## src/hpe_defs.vh

```
`ifndef HPE_DEFS_VH
`define HPE_DEFS_VH

////////////////////////////////////////////////////////////////////////////////
// Register indices; the byte address is four times the index
`define HPE_IDX_LINE_CONTROL   12'hC00
`define HPE_IDX_EVENT_STATUS   12'hC01
`define HPE_IDX_IRQ_ENABLE     12'hC02
`define HPE_IDX_EVENT_QUEUE    12'hC03
`define HPE_IDX_PULSE_MIN      12'hC04
`define HPE_IDX_PULSE_MAX      12'hC05
`define HPE_IDX_RISING_TIME    12'hC06
`define HPE_IDX_FALLING_TIME   12'hC08

////////////////////////////////////////////////////////////////////////////////
// Field positions
`define HPE_CTL_ENABLE_BIT     0
`define HPE_CTL_OUTPUT_BIT     1
`define HPE_STS_PULSE_BIT      0
`define HPE_STS_FALLING_BIT    1
`define HPE_STS_RISING_BIT     2
`define HPE_STS_NOT_EMPTY_BIT  3

////////////////////////////////////////////////////////////////////////////////
// Queue entry codes
`define HPE_ENTRY_EMPTY        2'h0
`define HPE_ENTRY_RISING       2'h1
`define HPE_ENTRY_FALLING      2'h2
`define HPE_ENTRY_PULSE        2'h3
`define HPE_ENTRY_FREE         2'h1

////////////////////////////////////////////////////////////////////////////////
// Reset values
`define HPE_RST_CONTROL        2'h0
`define HPE_RST_STATUS         4'h0
`define HPE_RST_IRQ_ENABLE     4'h0
`define HPE_RST_QUEUE          8'h00
`define HPE_RST_TIME8          8'h00
`define HPE_RST_TIME16         16'h0000

////////////////////////////////////////////////////////////////////////////////
// Timing
`define HPE_CLK_NS             20
`define HPE_TICK_US            50
`define HPE_OFFSET_US          100
`define HPE_TICK_CYC           ((`HPE_TICK_US * 1000) / `HPE_CLK_NS)
`define HPE_OFFSET_TICKS       (`HPE_OFFSET_US / `HPE_TICK_US)

`endif

```

## src/hpe_detector.v

```verilog
// Chosen here: the APB register port.
`timescale 1ns/1ps
// Function
// - Clearing the enable bit forces the whole status register to zero.
// - Status bit 3 is read-only, set when queue holds events, cleared by reading queue.
// - Status bit 2 sets on a qualified rising event; software write clears it.
// - Status bit 1 sets on a qualified falling event; software write clears it.
// - Write-clear status bits latch one-cycle pulses and stay low after clearing.
// - Queue, rising and falling status bits only mean something in input mode.
// - Status bit 0 sets on a short pulse (input) or on generation done (output).
// - Enable register holds one enable per status bit; bits 7:4 read zero.
// - Queue holds four two-bit entries, entry 0 low; first event goes to entry 0.
// - A pointer tracks the next entry to fill; each stored event advances it by one.
// - Events only go into empty entries; after entry 3 wrap to entry 0.
// - Entry codes: 00 empty, 01 rising, 10 falling, 11 short pulse.
// - Queue reads zero when the function is disabled or the line is an output.
// - With the next entry occupied, further events are discarded until freed.
// - Low periods shorter than min setting times 50 us plus 100 us are no pulse.
// - Low periods longer than max setting times 50 us plus 100 us are no pulse.
// - Rising event after line stays high for high-detect setting times 50 us plus 100 us.
// - Control bit 0 enables the line function; bit 1 selects output direction.
// - Any status bit both set and enabled raises the summary interrupt.
// - Falling event after line stays low for low-detect setting times 50 us plus 100 us.
// - A valid short pulse leaves the tracked line state high.
`include "hpe_defs.vh"

module hpe_detector
(
   input  wire        pclk,
   input  wire        presetn,
   input  wire        psel,
   input  wire        penable,
   input  wire        pwrite,
   input  wire [15:0] paddr,
   input  wire [31:0] pwdata,
   input  wire [3:0]  pstrb,
   output reg  [31:0] prdata,
   output wire        pready,
   output reg         pslverr,
   input  wire        hot_plug_line,
   input  wire        pulse_gen_done,
   output wire        line_summary_interrupt
);

   localparam ST_LOW  = 2'b01;
   localparam ST_HIGH = 2'b10;
   localparam [16:0] OFFSET_TICKS = `HPE_OFFSET_TICKS;
   localparam [11:0] TICK_LAST    = `HPE_TICK_CYC - 1;

   // Threshold in ticks: setting plus the fixed offset
   function [16:0] ticks_of;
      input [15:0] setting;
      begin
         ticks_of = {1'b0, setting} + OFFSET_TICKS;
      end
   endfunction

   // Address match against a register index
   function hit;
      input [15:0] addr;
      input [11:0] idx;
      begin
         hit = (addr == {2'b00, idx, 2'b00});
      end
   endfunction

   reg  [1:0]  line_control;
   reg  [3:0]  hot_plug_event_status;
   reg  [3:0]  hot_plug_event_irq_enable;
   reg  [7:0]  hot_plug_event_queue;
   reg  [7:0]  short_pulse_min_time;
   reg  [7:0]  short_pulse_max_time;
   reg  [15:0] rising_detect_time;
   reg  [15:0] falling_detect_time;
   reg  [1:0]  wr_ptr;
   reg         sync1;
   reg         sync2;
   reg         sync3;
   reg         line_level;
   reg  [11:0] prescale;
   reg  [16:0] duration;
   reg  [1:0]  state;
   reg         ev_valid;
   reg  [1:0]  ev_code;
   reg  [1:0]  next_state;
   reg  [31:0] next_rdata;
   reg         next_err;
   reg  [7:0]  next_queue;
   integer     i;

   wire line_enabled = line_control[`HPE_CTL_ENABLE_BIT];
   wire line_output  = line_control[`HPE_CTL_OUTPUT_BIT];
   wire input_active = line_enabled & ~line_output;
   wire setup_phase  = psel & ~penable;
   wire wr_access    = psel & penable & pwrite;
   wire rd_access    = psel & penable & ~pwrite;
   wire wr_low       = wr_access & pstrb[0];
   wire wr_high      = wr_access & pstrb[1];
   wire tick         = (prescale == TICK_LAST);
   wire level_change = (sync2 == sync3) & (sync3 != line_level);
   wire queue_read   = rd_access & hit(paddr, `HPE_IDX_EVENT_QUEUE);
   wire [1:0] slot   = hot_plug_event_queue[{wr_ptr, 1'b0} +: 2];
   wire store_event  = ev_valid & (slot == `HPE_ENTRY_EMPTY);

   assign pready = 1'b1;

   ////////////////////////////////////////////////////////////////////////////////
   // Line synchroniser and filtered level
   always @(posedge pclk or negedge presetn)
   begin
      if (!presetn)
      begin
         sync1      <= 1'b0;
         sync2      <= 1'b0;
         sync3      <= 1'b0;
         line_level <= 1'b0;
      end
      else
      begin
         sync1 <= hot_plug_line;
         sync2 <= sync1;
         sync3 <= sync2;
         if (level_change)
            line_level <= sync3;
      end
   end

   ////////////////////////////////////////////////////////////////////////////////
   // 50 us timebase, restarted on every level change so periods are exact
   always @(posedge pclk or negedge presetn)
   begin
      if (!presetn)
      begin
         prescale <= 12'h000;
         duration <= 17'h00000;
      end
      else if (level_change || !input_active)
      begin
         prescale <= 12'h000;
         duration <= 17'h00000;
      end
      else if (tick)
      begin
         prescale <= 12'h000;
         if (duration != 17'h1FFFF)
            duration <= duration + 17'h00001;
      end
      else
         prescale <= prescale + 12'h001;
   end

   ////////////////////////////////////////////////////////////////////////////////
   // Event detection
   always @*
   begin
      next_state = state;
      ev_valid   = 1'b0;
      ev_code    = `HPE_ENTRY_EMPTY;
      case (state)
         ST_LOW:
         begin
            if (line_level && duration >= ticks_of(rising_detect_time))
            begin
               ev_valid   = 1'b1;
               ev_code    = `HPE_ENTRY_RISING;
               next_state = ST_HIGH;
            end
         end
         ST_HIGH:
         begin
            if (!line_level && duration >= ticks_of(falling_detect_time))
            begin
               ev_valid   = 1'b1;
               ev_code    = `HPE_ENTRY_FALLING;
               next_state = ST_LOW;
            end
            else if (level_change && sync3
                     && duration >= ticks_of({8'h00, short_pulse_min_time})
                     && duration <= ticks_of({8'h00, short_pulse_max_time}))
            begin
               ev_valid = 1'b1;
               ev_code  = `HPE_ENTRY_PULSE;
            end
         end
         default:
            next_state = ST_LOW;
      endcase
      if (!input_active)
      begin
         ev_valid   = 1'b0;
         next_state = ST_LOW;
      end
   end

   always @(posedge pclk or negedge presetn)
   begin
      if (!presetn)
         state <= ST_LOW;
      else
         state <= next_state;
   end

   ////////////////////////////////////////////////////////////////////////////////
   // Event queue
   always @*
   begin
      next_queue = hot_plug_event_queue;
      for (i = 0; i < 4; i = i + 1)
         if (wr_low && hit(paddr, `HPE_IDX_EVENT_QUEUE)
             && pwdata[2*i +: 2] == `HPE_ENTRY_FREE)
            next_queue[2*i +: 2] = `HPE_ENTRY_EMPTY;
      if (store_event)
         next_queue[{wr_ptr, 1'b0} +: 2] = ev_code;
   end

   always @(posedge pclk or negedge presetn)
   begin
      if (!presetn)
      begin
         hot_plug_event_queue <= `HPE_RST_QUEUE;
         wr_ptr               <= 2'h0;
      end
      else if (!input_active)
      begin
         hot_plug_event_queue <= `HPE_RST_QUEUE;
         wr_ptr               <= 2'h0;
      end
      else
      begin
         hot_plug_event_queue <= next_queue;
         if (store_event)
            wr_ptr <= wr_ptr + 2'h1;
      end
   end

   ////////////////////////////////////////////////////////////////////////////////
   // Status, enable and setting registers
   always @(posedge pclk or negedge presetn)
   begin
      if (!presetn)
      begin
         line_control              <= `HPE_RST_CONTROL;
         hot_plug_event_status     <= `HPE_RST_STATUS;
         hot_plug_event_irq_enable <= `HPE_RST_IRQ_ENABLE;
         short_pulse_min_time      <= `HPE_RST_TIME8;
         short_pulse_max_time      <= `HPE_RST_TIME8;
         rising_detect_time        <= `HPE_RST_TIME16;
         falling_detect_time       <= `HPE_RST_TIME16;
      end
      else
      begin
         if (wr_low && hit(paddr, `HPE_IDX_LINE_CONTROL))
            line_control <= pwdata[1:0];
         if (wr_low && hit(paddr, `HPE_IDX_IRQ_ENABLE))
            hot_plug_event_irq_enable <= pwdata[3:0];
         if (wr_low && hit(paddr, `HPE_IDX_PULSE_MIN))
            short_pulse_min_time <= pwdata[7:0];
         if (wr_low && hit(paddr, `HPE_IDX_PULSE_MAX))
            short_pulse_max_time <= pwdata[7:0];
         if (hit(paddr, `HPE_IDX_RISING_TIME))
         begin
            if (wr_low)
               rising_detect_time[7:0] <= pwdata[7:0];
            if (wr_high)
               rising_detect_time[15:8] <= pwdata[15:8];
         end
         if (hit(paddr, `HPE_IDX_FALLING_TIME))
         begin
            if (wr_low)
               falling_detect_time[7:0] <= pwdata[7:0];
            if (wr_high)
               falling_detect_time[15:8] <= pwdata[15:8];
         end

         if (!line_enabled)
            hot_plug_event_status <= `HPE_RST_STATUS;
         else
         begin
            // Clear first, set afterwards so a coincident event wins
            if (wr_low && hit(paddr, `HPE_IDX_EVENT_STATUS))
               hot_plug_event_status[2:0] <= hot_plug_event_status[2:0]
                                             & ~pwdata[2:0];
            if (queue_read)
               hot_plug_event_status[`HPE_STS_NOT_EMPTY_BIT] <= 1'b0;
            if (store_event)
               hot_plug_event_status[`HPE_STS_NOT_EMPTY_BIT] <= 1'b1;
            if (ev_valid && ev_code == `HPE_ENTRY_RISING)
               hot_plug_event_status[`HPE_STS_RISING_BIT] <= 1'b1;
            if (ev_valid && ev_code == `HPE_ENTRY_FALLING)
               hot_plug_event_status[`HPE_STS_FALLING_BIT] <= 1'b1;
            if ((ev_valid && ev_code == `HPE_ENTRY_PULSE)
                || (line_output && pulse_gen_done))
               hot_plug_event_status[`HPE_STS_PULSE_BIT] <= 1'b1;
         end
      end
   end

   assign line_summary_interrupt =
      |(hot_plug_event_status & hot_plug_event_irq_enable);

   ////////////////////////////////////////////////////////////////////////////////
   // APB read data, captured in the setup cycle
   always @*
   begin
      next_rdata = 32'h00000000;
      next_err   = 1'b0;
      if (hit(paddr, `HPE_IDX_LINE_CONTROL))
         next_rdata = {24'h000000, line_level & line_enabled, 5'h00, line_control};
      else if (hit(paddr, `HPE_IDX_EVENT_STATUS))
         next_rdata = {28'h0000000, hot_plug_event_status};
      else if (hit(paddr, `HPE_IDX_IRQ_ENABLE))
         next_rdata = {28'h0000000, hot_plug_event_irq_enable};
      else if (hit(paddr, `HPE_IDX_EVENT_QUEUE))
         next_rdata = {24'h000000, input_active ? hot_plug_event_queue : 8'h00};
      else if (hit(paddr, `HPE_IDX_PULSE_MIN))
         next_rdata = {24'h000000, short_pulse_min_time};
      else if (hit(paddr, `HPE_IDX_PULSE_MAX))
         next_rdata = {24'h000000, short_pulse_max_time};
      else if (hit(paddr, `HPE_IDX_RISING_TIME))
         next_rdata = {16'h0000, rising_detect_time};
      else if (hit(paddr, `HPE_IDX_FALLING_TIME))
         next_rdata = {16'h0000, falling_detect_time};
      else
         next_err = 1'b1;
   end

   always @(posedge pclk or negedge presetn)
   begin
      if (!presetn)
      begin
         prdata  <= 32'h00000000;
         pslverr <= 1'b0;
      end
      else if (setup_phase)
      begin
         prdata  <= pwrite ? 32'h00000000 : next_rdata;
         pslverr <= next_err;
      end
   end

endmodule // hpe_detector

```

## config.mk

```make
export PLATFORM = sky130hd
export DESIGN_NAME = hpe_detector
export DESIGN_NICKNAME = d
export VERILOG_FILES = /design/src/hpe_detector.v
export VERILOG_INCLUDE_DIRS = /design/src
export SDC_FILE = /design/constraint.sdc
export NUM_CORES = 1
export LEC_CHECK = 0
export BUFFER_PORTS_ARGS = -buffer_cell sky130_fd_sc_hd__buf_4
export CAP_MARGIN = 10
export CELL_PAD_IN_SITES_DETAIL_PLACEMENT = 1
export CELL_PAD_IN_SITES_GLOBAL_PLACEMENT = 2
export CORE_ASPECT_RATIO = 1.2
export CORE_MARGIN = 4
export CORE_UTILIZATION = 40
export DETAILED_ROUTE_END_ITERATION = 6
export HOLD_SLACK_MARGIN = 0.08
export PLACE_DENSITY_LB_ADDON = 0.12
export SLEW_MARGIN = 20
export SYNTH_ARGS = -nofsm -noshare
export SYNTH_HDL_FRONTEND = slang
export SYNTH_SLANG_ARGS = --single-unit
```

## constraint.sdc

```tcl
create_clock -name pclk -period 7.8 [get_ports pclk]
set_input_delay 1.17 -clock pclk [delete_from_list [all_inputs] [get_ports pclk]]
set_output_delay 1.17 -clock pclk [all_outputs]
set_load 0.01 [all_outputs]
```

Yosys cells after proc, flatten, opt, wreduce, memory -nomap -nowiden
Cells that the tools add are included.
Cells by class
  $add $sub $neg: 8
  magnitude comparators: 4
  equal/unequal tests: 28
  shifts and indexed selects: 3
  multiplexer cells: 52
  bitwise logic cells: 17
  reductions and logical operators: 33
Operator list (number)
  equality test 16 x 14 -> 1 bit (second input constant): 8
  2-to-1 mux 16 bit: 7
  2-to-1 mux 32 bit: 2
  2-to-1 mux 17 bit: 3
  adder 16 x 2 -> 17 bit (second input constant): 2
  greater-or-equal comparator 17 bit: 2
  2-to-1 mux 12 bit: 2
  2-to-1 mux 8 bit: 3
  2-to-1 mux 2 bit: 11
  logical AND 1 bit: 19
  adder 8 x 2 -> 9 bit (second input constant): 2
  2-to-1 mux 1 bit: 18
  adder 17 x 1 -> 17 bit (second input constant): 1
  greater-or-equal comparator 17 x 9 -> 1 bit: 1
  less-or-equal comparator 17 x 9 -> 1 bit: 1
  != test 17 bit (second input constant): 1
  adder 12 x 1 -> 12 bit (second input constant): 1
  equality test 12 bit (second input constant): 1
  equality test 2 x 1 -> 1 bit (second input constant): 6
  != test 3 x 1 -> 1 bit (second input constant): 4
  AND reduction 2 bit: 6
  AND 1 bit: 11
  bitwise mux 8 bit: 1
  one-hot mux 2 bit (2 select lines): 2
  22 further kinds: 30
Storage, ports and cells
  register bits: 136
  input port bits: 59
  output and inout port bits: 35
  word-level logic and storage cells: 168

Longest topological paths before layout
Gate-level depths: netlist (run 1).
  depth in word-level cells: 13
  depth in mapped cells: 15
  gate-level depth less buffers: 15

Worst setup path after synthesis (run 1)
Ideal clock, no wire load.
  kind: reg2reg
  start: register falling_detect_time[3]
  end: register wr_ptr[0]
  library setup time: 79 ps
  arrival time: 3356 ps
  required time: 7721 ps
  path slack: 4364 ps
  stages on the path, launching flop included: 15
  path buffers: 0
  period minus slack after synthesis: 3436 ps
  cells stage by stage: dfrtp_1 -> and3_1 -> and2_1 -> and3_1 -> nand3_1 -> nor2_1 -> nand3_1 -> xor2_1 -> ha_1 -> nand4_1 -> or4_1 -> a311oi_1 -> a221oi_1 -> nor2b_1 -> mux2i_1
Between the ends
  cells in the longest elaborated chain, start to end: 8
Ends and longest elaborated chain
  start: declaration: line hpe_detector.v:74  | reg [15:0] falling_detect_time;
  start signal: assignment: line hpe_detector.v:248  | falling_detect_time <= `HPE_RST_TIME16;
  start signal: assignment: line hpe_detector.v:270  | falling_detect_time[7:0] <= pwdata[7:0];
  adder 16 x 2 -> 17 bit: line hpe_detector.v:54  | ticks_of = {1'b0, setting} + OFFSET_TICKS;
  greater-or-equal comparator 17 bit: line hpe_detector.v:171  | if (!line_level && duration >= ticks_of(falling_detect_time))
  logical AND 1 bit: line hpe_detector.v:171
  2-to-1 mux 1 bit: line hpe_detector.v:171
  one-hot mux 1 bit (2 select lines): line hpe_detector.v:159  | case (state)
  2-to-1 mux 1 bit: line hpe_detector.v:188  | if (!input_active)
  AND 1 bit: line hpe_detector.v:103  | wire store_event = ev_valid & (slot == `HPE_ENTRY_EMPTY);
  != test 2 x 1 -> 1 bit (no line)
  end signal: assignment: line hpe_detector.v:232  | wr_ptr <= wr_ptr + 2'h1;
  end: declaration: line hpe_detector.v:75  | reg [1:0] wr_ptr;
Every way passes these cells.
A chain may end at the register's enable or synchronous reset.

Worst setup path in the final report (run 1)
Ends and elaborated chain as after synthesis.

==> results of run 1 <==
## per-stage QoR
step                      setup slack, ns  util [%]  instance area, sq um
after detailed placement             3.36      44.3                  8320
final                                3.27      47.4                  8900
after global routing                 3.04      47.4                  8900
after global placement               3.47      44.3                  8320
after floorplan                      4.36         -                  7690
after CTS                            3.34      47.4                  8900
## area by class of cell
| cell class | count | area [sq um] |
|---|---|---|
| fillers | 2144 | 9890 |
| multi-input cells | 618 | 4380 |
| flip-flops and latches | 120 | 3000 |
| repair buffers | 64 | 480 |
| clock buffers | 23 | 478 |
| well taps | 256 | 320 |
| inverters | 35 | 131 |
| clock inverters | 9 | 97.6 |
## layout by cell type, fill, tap and decap left out, drive strengths merged, types with 8 or more instances in the layout
cell type and n:
dfrtp 119, nand2 77, ha 66, buf 64, nor2 53, nand3 47, mux2 46, o21ai 40
xor2 37, inv 35, a21oi 30, clkbuf 23, xnor2 18, nand4 17, conb 17, and3 15
nor3 15, a22oi 14, mux2i 14, nor4 12, a21o 10, and4 8, or3 8
## worst max-delay path, stage by stage, from the launching register on
cell and delay, ns:
dfrtp_1 0.46, and3_1 0.21, and2_1 0.18, and3_1 0.23
nand3_1 0.11, nor2_1 0.29, xnor2_1 0.11, ha_1 0.31
and3_1 0.21, nand4_1 0.18, or4_1 0.58, a311oi_1 0.65
a221oi_1 0.28, nor2b_1 0.42, mux2i_1 0.23
## state kept, by name, indices dropped and copies added, names as in the netlist
signal,count
short_pulse_max_time,8
line_control,2
prdata,16
hot_plug_event_queue,8
duration,17
line_level,1
state,2
sync2,1
hot_plug_event_irq_enable,4
pslverr,1
short_pulse_min_time,8
wr_ptr,2
sync3,1
rising_detect_time,16
prescale,12
falling_detect_time,16
sync1,1
hot_plug_event_status,4
## power by group
group | switching, mW | total (mW) | internal, mW
clock network | 0.288 | 0.780 | 0.492
logic | 0.0556 | 0.0857 | 0.0301
registers | 0.0112 | 0.645 | 0.634
total | 0.354 | 1.51 | 1.16
## logic make-up after synthesis
| family | after synthesis | synth area share, % |
|---|---|---|
| other cells | 2 | 0.0984 |
| simple gates | 280 | 18.8 |
| xor+xnor | 55 | 6.31 |
| flops | 120 | 39.4 |
| compound gates | 139 | 11.8 |
| buf+inv | 64 | 4.00 |
| mux | 60 | 8.62 |
| fa+ha+maj | 67 | 11.0 |
## metal layers
| metal | track usage (%) | up-vias | wire, um |
|---|---|---|---|
| met5 | 0 | - | 0 |
| met2 | 39.8 | 108 | 12300 |
| met4 | 7.87 | 0 | 663 |
| met3 | 3.26 | 36 | 529 |
| met1 | 26.7 | 3218 | 9660 |
| li1 | - | 2973 | - |
## worst max-delay path by stage
stage,start,end,slack [ns]
finish,falling_detect_time[3],wr_ptr[0],3.27
floorplan,falling_detect_time[3],wr_ptr[0],4.36
global placement,falling_detect_time[3],wr_ptr[0],3.47
global route,falling_detect_time[3],wr_ptr[0],3.04
CTS,falling_detect_time[3],wr_ptr[0],3.34
detailed placement,falling_detect_time[3],wr_ptr[0],3.36
==> flow_summary.ini, run 1 <==
[clock_network]
postCtsSetupRepairBufs = 0
cts.clk_slew.worst_paths_ns = 0.06
hold_buffers = 0
cts-root-buf = clkbuf_16
clkSinkCount = 120
clk_latency_ns = 0.42
cts_tree = built
cts_max_level = 4
postCtsResizedCells = 0
cts_made_buffers = 17
clockBufferDepth = 2

[synth]
synth_top_area_cell = dfrtp_1
syn_avg_cell_area_sq_um = 9.70
synthCells = 787
ys_seq_area_share_pct = 39.4
yosys.cell_count.top_type = dfrtp_1
synth_area_leaders = dfrtp_1 39%, ha_1 11%, mux2_2 6.8%
synth_top_cell_area_share_pct = 39.0
synth_cell_types = 60
yosysWarnings = 0
synth_common_cells = 119 x dfrtp_1, 77 x nand2_1, 66 x ha_1
dominantRegCellSynth = dfrtp_1
netlist_area_sq_um = 7630
synth-edff-count = 0
async_flop_share_pct = 100
ys_seq_elements = 120

[critical_path]
arrival_ns = 4.87
crit_required_ns = 8.14
startpoint_type = register
r2r_start = falling_detect_time[3]
worstSetupPathType = register to register
endpoint_kind = register
r2r_slack_ns = 3.27
rr_worst_depth = 14
reg2reg_to = wr_ptr[0]
worst-path-max-fanout = 6

[grt]
grt_max_degree = 64
grt_pass1_wl_mm = 37.4
grt_usage_pct = 22.1
antenna_found_initial = 0
grt_pass1_vias = 6896
gr-total-overflow = 0

[sta]
min_period_ns = 4.53
max_freq_mhz = 221
worst_pin_slew_ns = 1.10
hold_slack_ns = 0.360
rsz0062_at_grt = false
clock-skew-final_ns = 0.00922
drv_slew = 0
finalCritPeriodShare_pct = 58.1
hold_viol = 0
relSlewSlack_pct = 26.1
tns_ns = 0
setup_viol = 0

[pwr]
leakagePower_nw = 4.07
power.density_nw_per_um2 = 170
peakVddDrop_v = 0.000149
power.total_mw = 1.51

[worst_hold_path]
min_path_cells = 0
hold_end = sync2
hold_path_startpoint = sync1
hold_class = register to register

[cells_and_area]
fin_nets = 981
antennaDiodeCount = 0
area_growth_syn_to_layout_pct = 16.6
layout-drive-gt1-share_pct = 18.0
finalNonFillerCells = 1125

[floorplanning]
io_pins = 94
die-area_sq_um = 21400
die_w_um = 134
start_util_pct = 40.6
core_area_sq_um = 18800
rows = 55
die_h_um = 159

[flow_run]
maxCapViolCount = 0

[placed_design]
dp.cells = 1093
io_buffers = 58
gp_congestion = 0.873
dpl.hpwl_mm = 18.1

[run_status]
status = completed

[detailed_routing]
routed_via_density = 5.63
wire_per_inst_um = 20.6
drtAntennaViolNets = 0
vias = 6335
drt_iter0_markers = 262
routed_wl_mm = 23.1
first_pass_iters = 5
route.detailed.drc = 0
Note: power is estimated with default switching activity, not from simulation.
==> run 2, diff against run 1 <==
Settings changed: CORE_UTILIZATION 40 to 34.
Clock period 7.8 ns to 3.65 ns, I/O delays scaled along.
==> flow_summary.ini, run 2 (synthesis gave the netlist of run 1 again) <==
[clock_network]
cts.clk_slew.worst_paths_ns = 0.06
clkSinkCount = 120
clockBufferDepth = 2
cts_max_level = 4
clk_latency_ns = 0.43
hold_buffers = 0
cts_made_buffers = 17
cts-root-buf = clkbuf_16
cts_tree = built

[placed_design]
io_buffers = 58
gp_congestion = 0.894
dpl.hpwl_mm = 19.4
dp.cells = 1147

[critical_path]
worst-path-max-fanout = 4
arrival_ns = 3.86
crit_required_ns = 3.99
worstSetupPathType = register to register
startpoint_type = register
endpoint_kind = register

[sta]
setup_viol = 0
finalCritPeriodShare_pct = 96.2
clock-skew-final_ns = 0.0130
max_freq_mhz = 285
hold_slack_ns = 0.161
rsz0062_at_grt = true
relSlewSlack_pct = 39.0
drv_slew = 0
min_period_ns = 3.51
worst_pin_slew_ns = 0.906
hold_viol = 0

[floorplanning]
core_area_sq_um = 21900
die-area_sq_um = 24900
io_pins = 94
die_w_um = 145
rows = 59
start_util_pct = 34.8
die_h_um = 172

[pwr]
peakVddDrop_v = 0.000288
power_frac_clock_pct = 51.1
power.density_nw_per_um2 = 341
power.total_mw = 3.21
p_sw_uw = 812
p_seq_share_pct = 42.9
internal-power_mw = 2.40
swShare_pct = 25.3
leakagePower_nw = 4.29
power_frac_comb_pct = 5.9

[grt]
grt_usage_pct = 20.5
grt_pass1_vias = 7219
grt_max_degree = 70
antenna_found_initial = 0
grt_pass1_wl_mm = 39.2
gr-total-overflow = 0

[detailed_routing]
route.detailed.drc = 0
vias = 6452
routed_wl_mm = 24.7
routed_via_density = 5.46
first_pass_iters = 5
drtAntennaViolNets = 0
drt_iter0_markers = 338
wire_per_inst_um = 20.9

[flow_run]
maxCapViolCount = 0

[cells_and_area]
finalNonFillerCells = 1182
regMostFlops = duration
layout_common_cells = 119 x dfrtp_1, 101 x buf_4, 77 x nand2_1, 66 x ha_1, 48 x nor2_1
layout-drive-gt1-share_pct = 24.4
largest_register_ffs = 17
area_growth_syn_to_layout_pct = 23.3
fin_util_pct = 42.9
antennaDiodeCount = 0
fin_nets = 1020
mostFrequentLayoutCell = dfrtp_1
n_fill_cell = 2494

[run_status]
status = completed

[worst_hold_path]
hold_class = input pin to async pin
[run 2: power by group through the flow]
stage	registers [mW]	logic (mW)	clock network, mW
6_report	1.38	0.190	1.64
5_1_grt	1.38	0.213	1.74
4_1_cts	1.38	0.194	1.68
3_5_place_dp	1.40	0.192	0
3_3_place_gp	1.40	0.187	0
2_1_floorplan	1.40	0.0987	0
[run 2: area by class of cell]
class,instances,area [sq um],area share [%]
multi-input combinational,618,4570,48.5
sequential,120,3000,31.9
timing repair buffer,103,790,8.39
clock buffer,19,453,4.81
tap,274,343,3.64
inverter,35,131,1.40
clock inverter,13,124,1.32
[run 2: path summary, 6_finish.rpt]
kind                                        startpoint                       to  slack (ns)  cells after the start
max in group asynchronous                      presetn                 state[0]        2.61                      2
worst min register to register                   sync1                    sync2        0.36                      0
min in group pclk                        hot_plug_line                    sync1        0.23                      1
worst max-delay path            falling_detect_time[4]  hot_plug_event_queue[4]        0.14                     16
worst max register to register  falling_detect_time[4]  hot_plug_event_queue[4]        0.14                     16
worst min-delay path                           presetn             prescale[10]        0.16                      1
[run 2: critical path, stage by stage, from the launching register on]
cell      delay [ns]
dfrtp_1         0.35
and3_4          0.19
and2_4          0.15
and3_4          0.21
nand3_4         0.10
nor2_4          0.16
xnor2_1         0.09
ha_1            0.31
and3_4          0.19
nand4_1         0.15
or4_4           0.46
a311oi_2        0.33
buf_4           0.20
a221oi_4        0.04
buf_6           0.20
nor2_4          0.11
mux2i_1         0.19
[run 2: what timing repair did]
action / 4_1_cts / 5_1_grt
endpoints found under the setup margin: 11 / 11
gates cloned: 0 / 0
pin swaps: 3 / 13
hold endpoints to repair: 0 / 0
gates resized for setup: 14 / 27
setup buffers: 1 / 2
[run 2: per-stage QoR]
stage / area (sq um) / setup WS (ns) / setup TNS, ns
after global placement: 8630 / -0.105 / -0.767
after global routing: 9410 / -0.0410 / -0.196
after detailed placement: 8630 / -0.304 / -2.22
after floorplan: 7690 / 0.214 / 0
after CTS: 9260 / 0.00244 / 0
final: 9410 / 0.137 / 0
[run 2: per-layer routing]
| layer | wire, um | part of all wire, % | GRT usage (%) | up-vias |
|---|---|---|---|---|
| li1 | - | - | - | 3057 |
| met2 | 13400 | 54 | 37.3 | 103 |
| met4 | 556 | 2.3 | 7.18 | 0 |
| met3 | 482 | 2.0 | 2.66 | 29 |
| met1 | 10300 | 42 | 24.6 | 3263 |
| met5 | 0 | 0 | 0 | - |
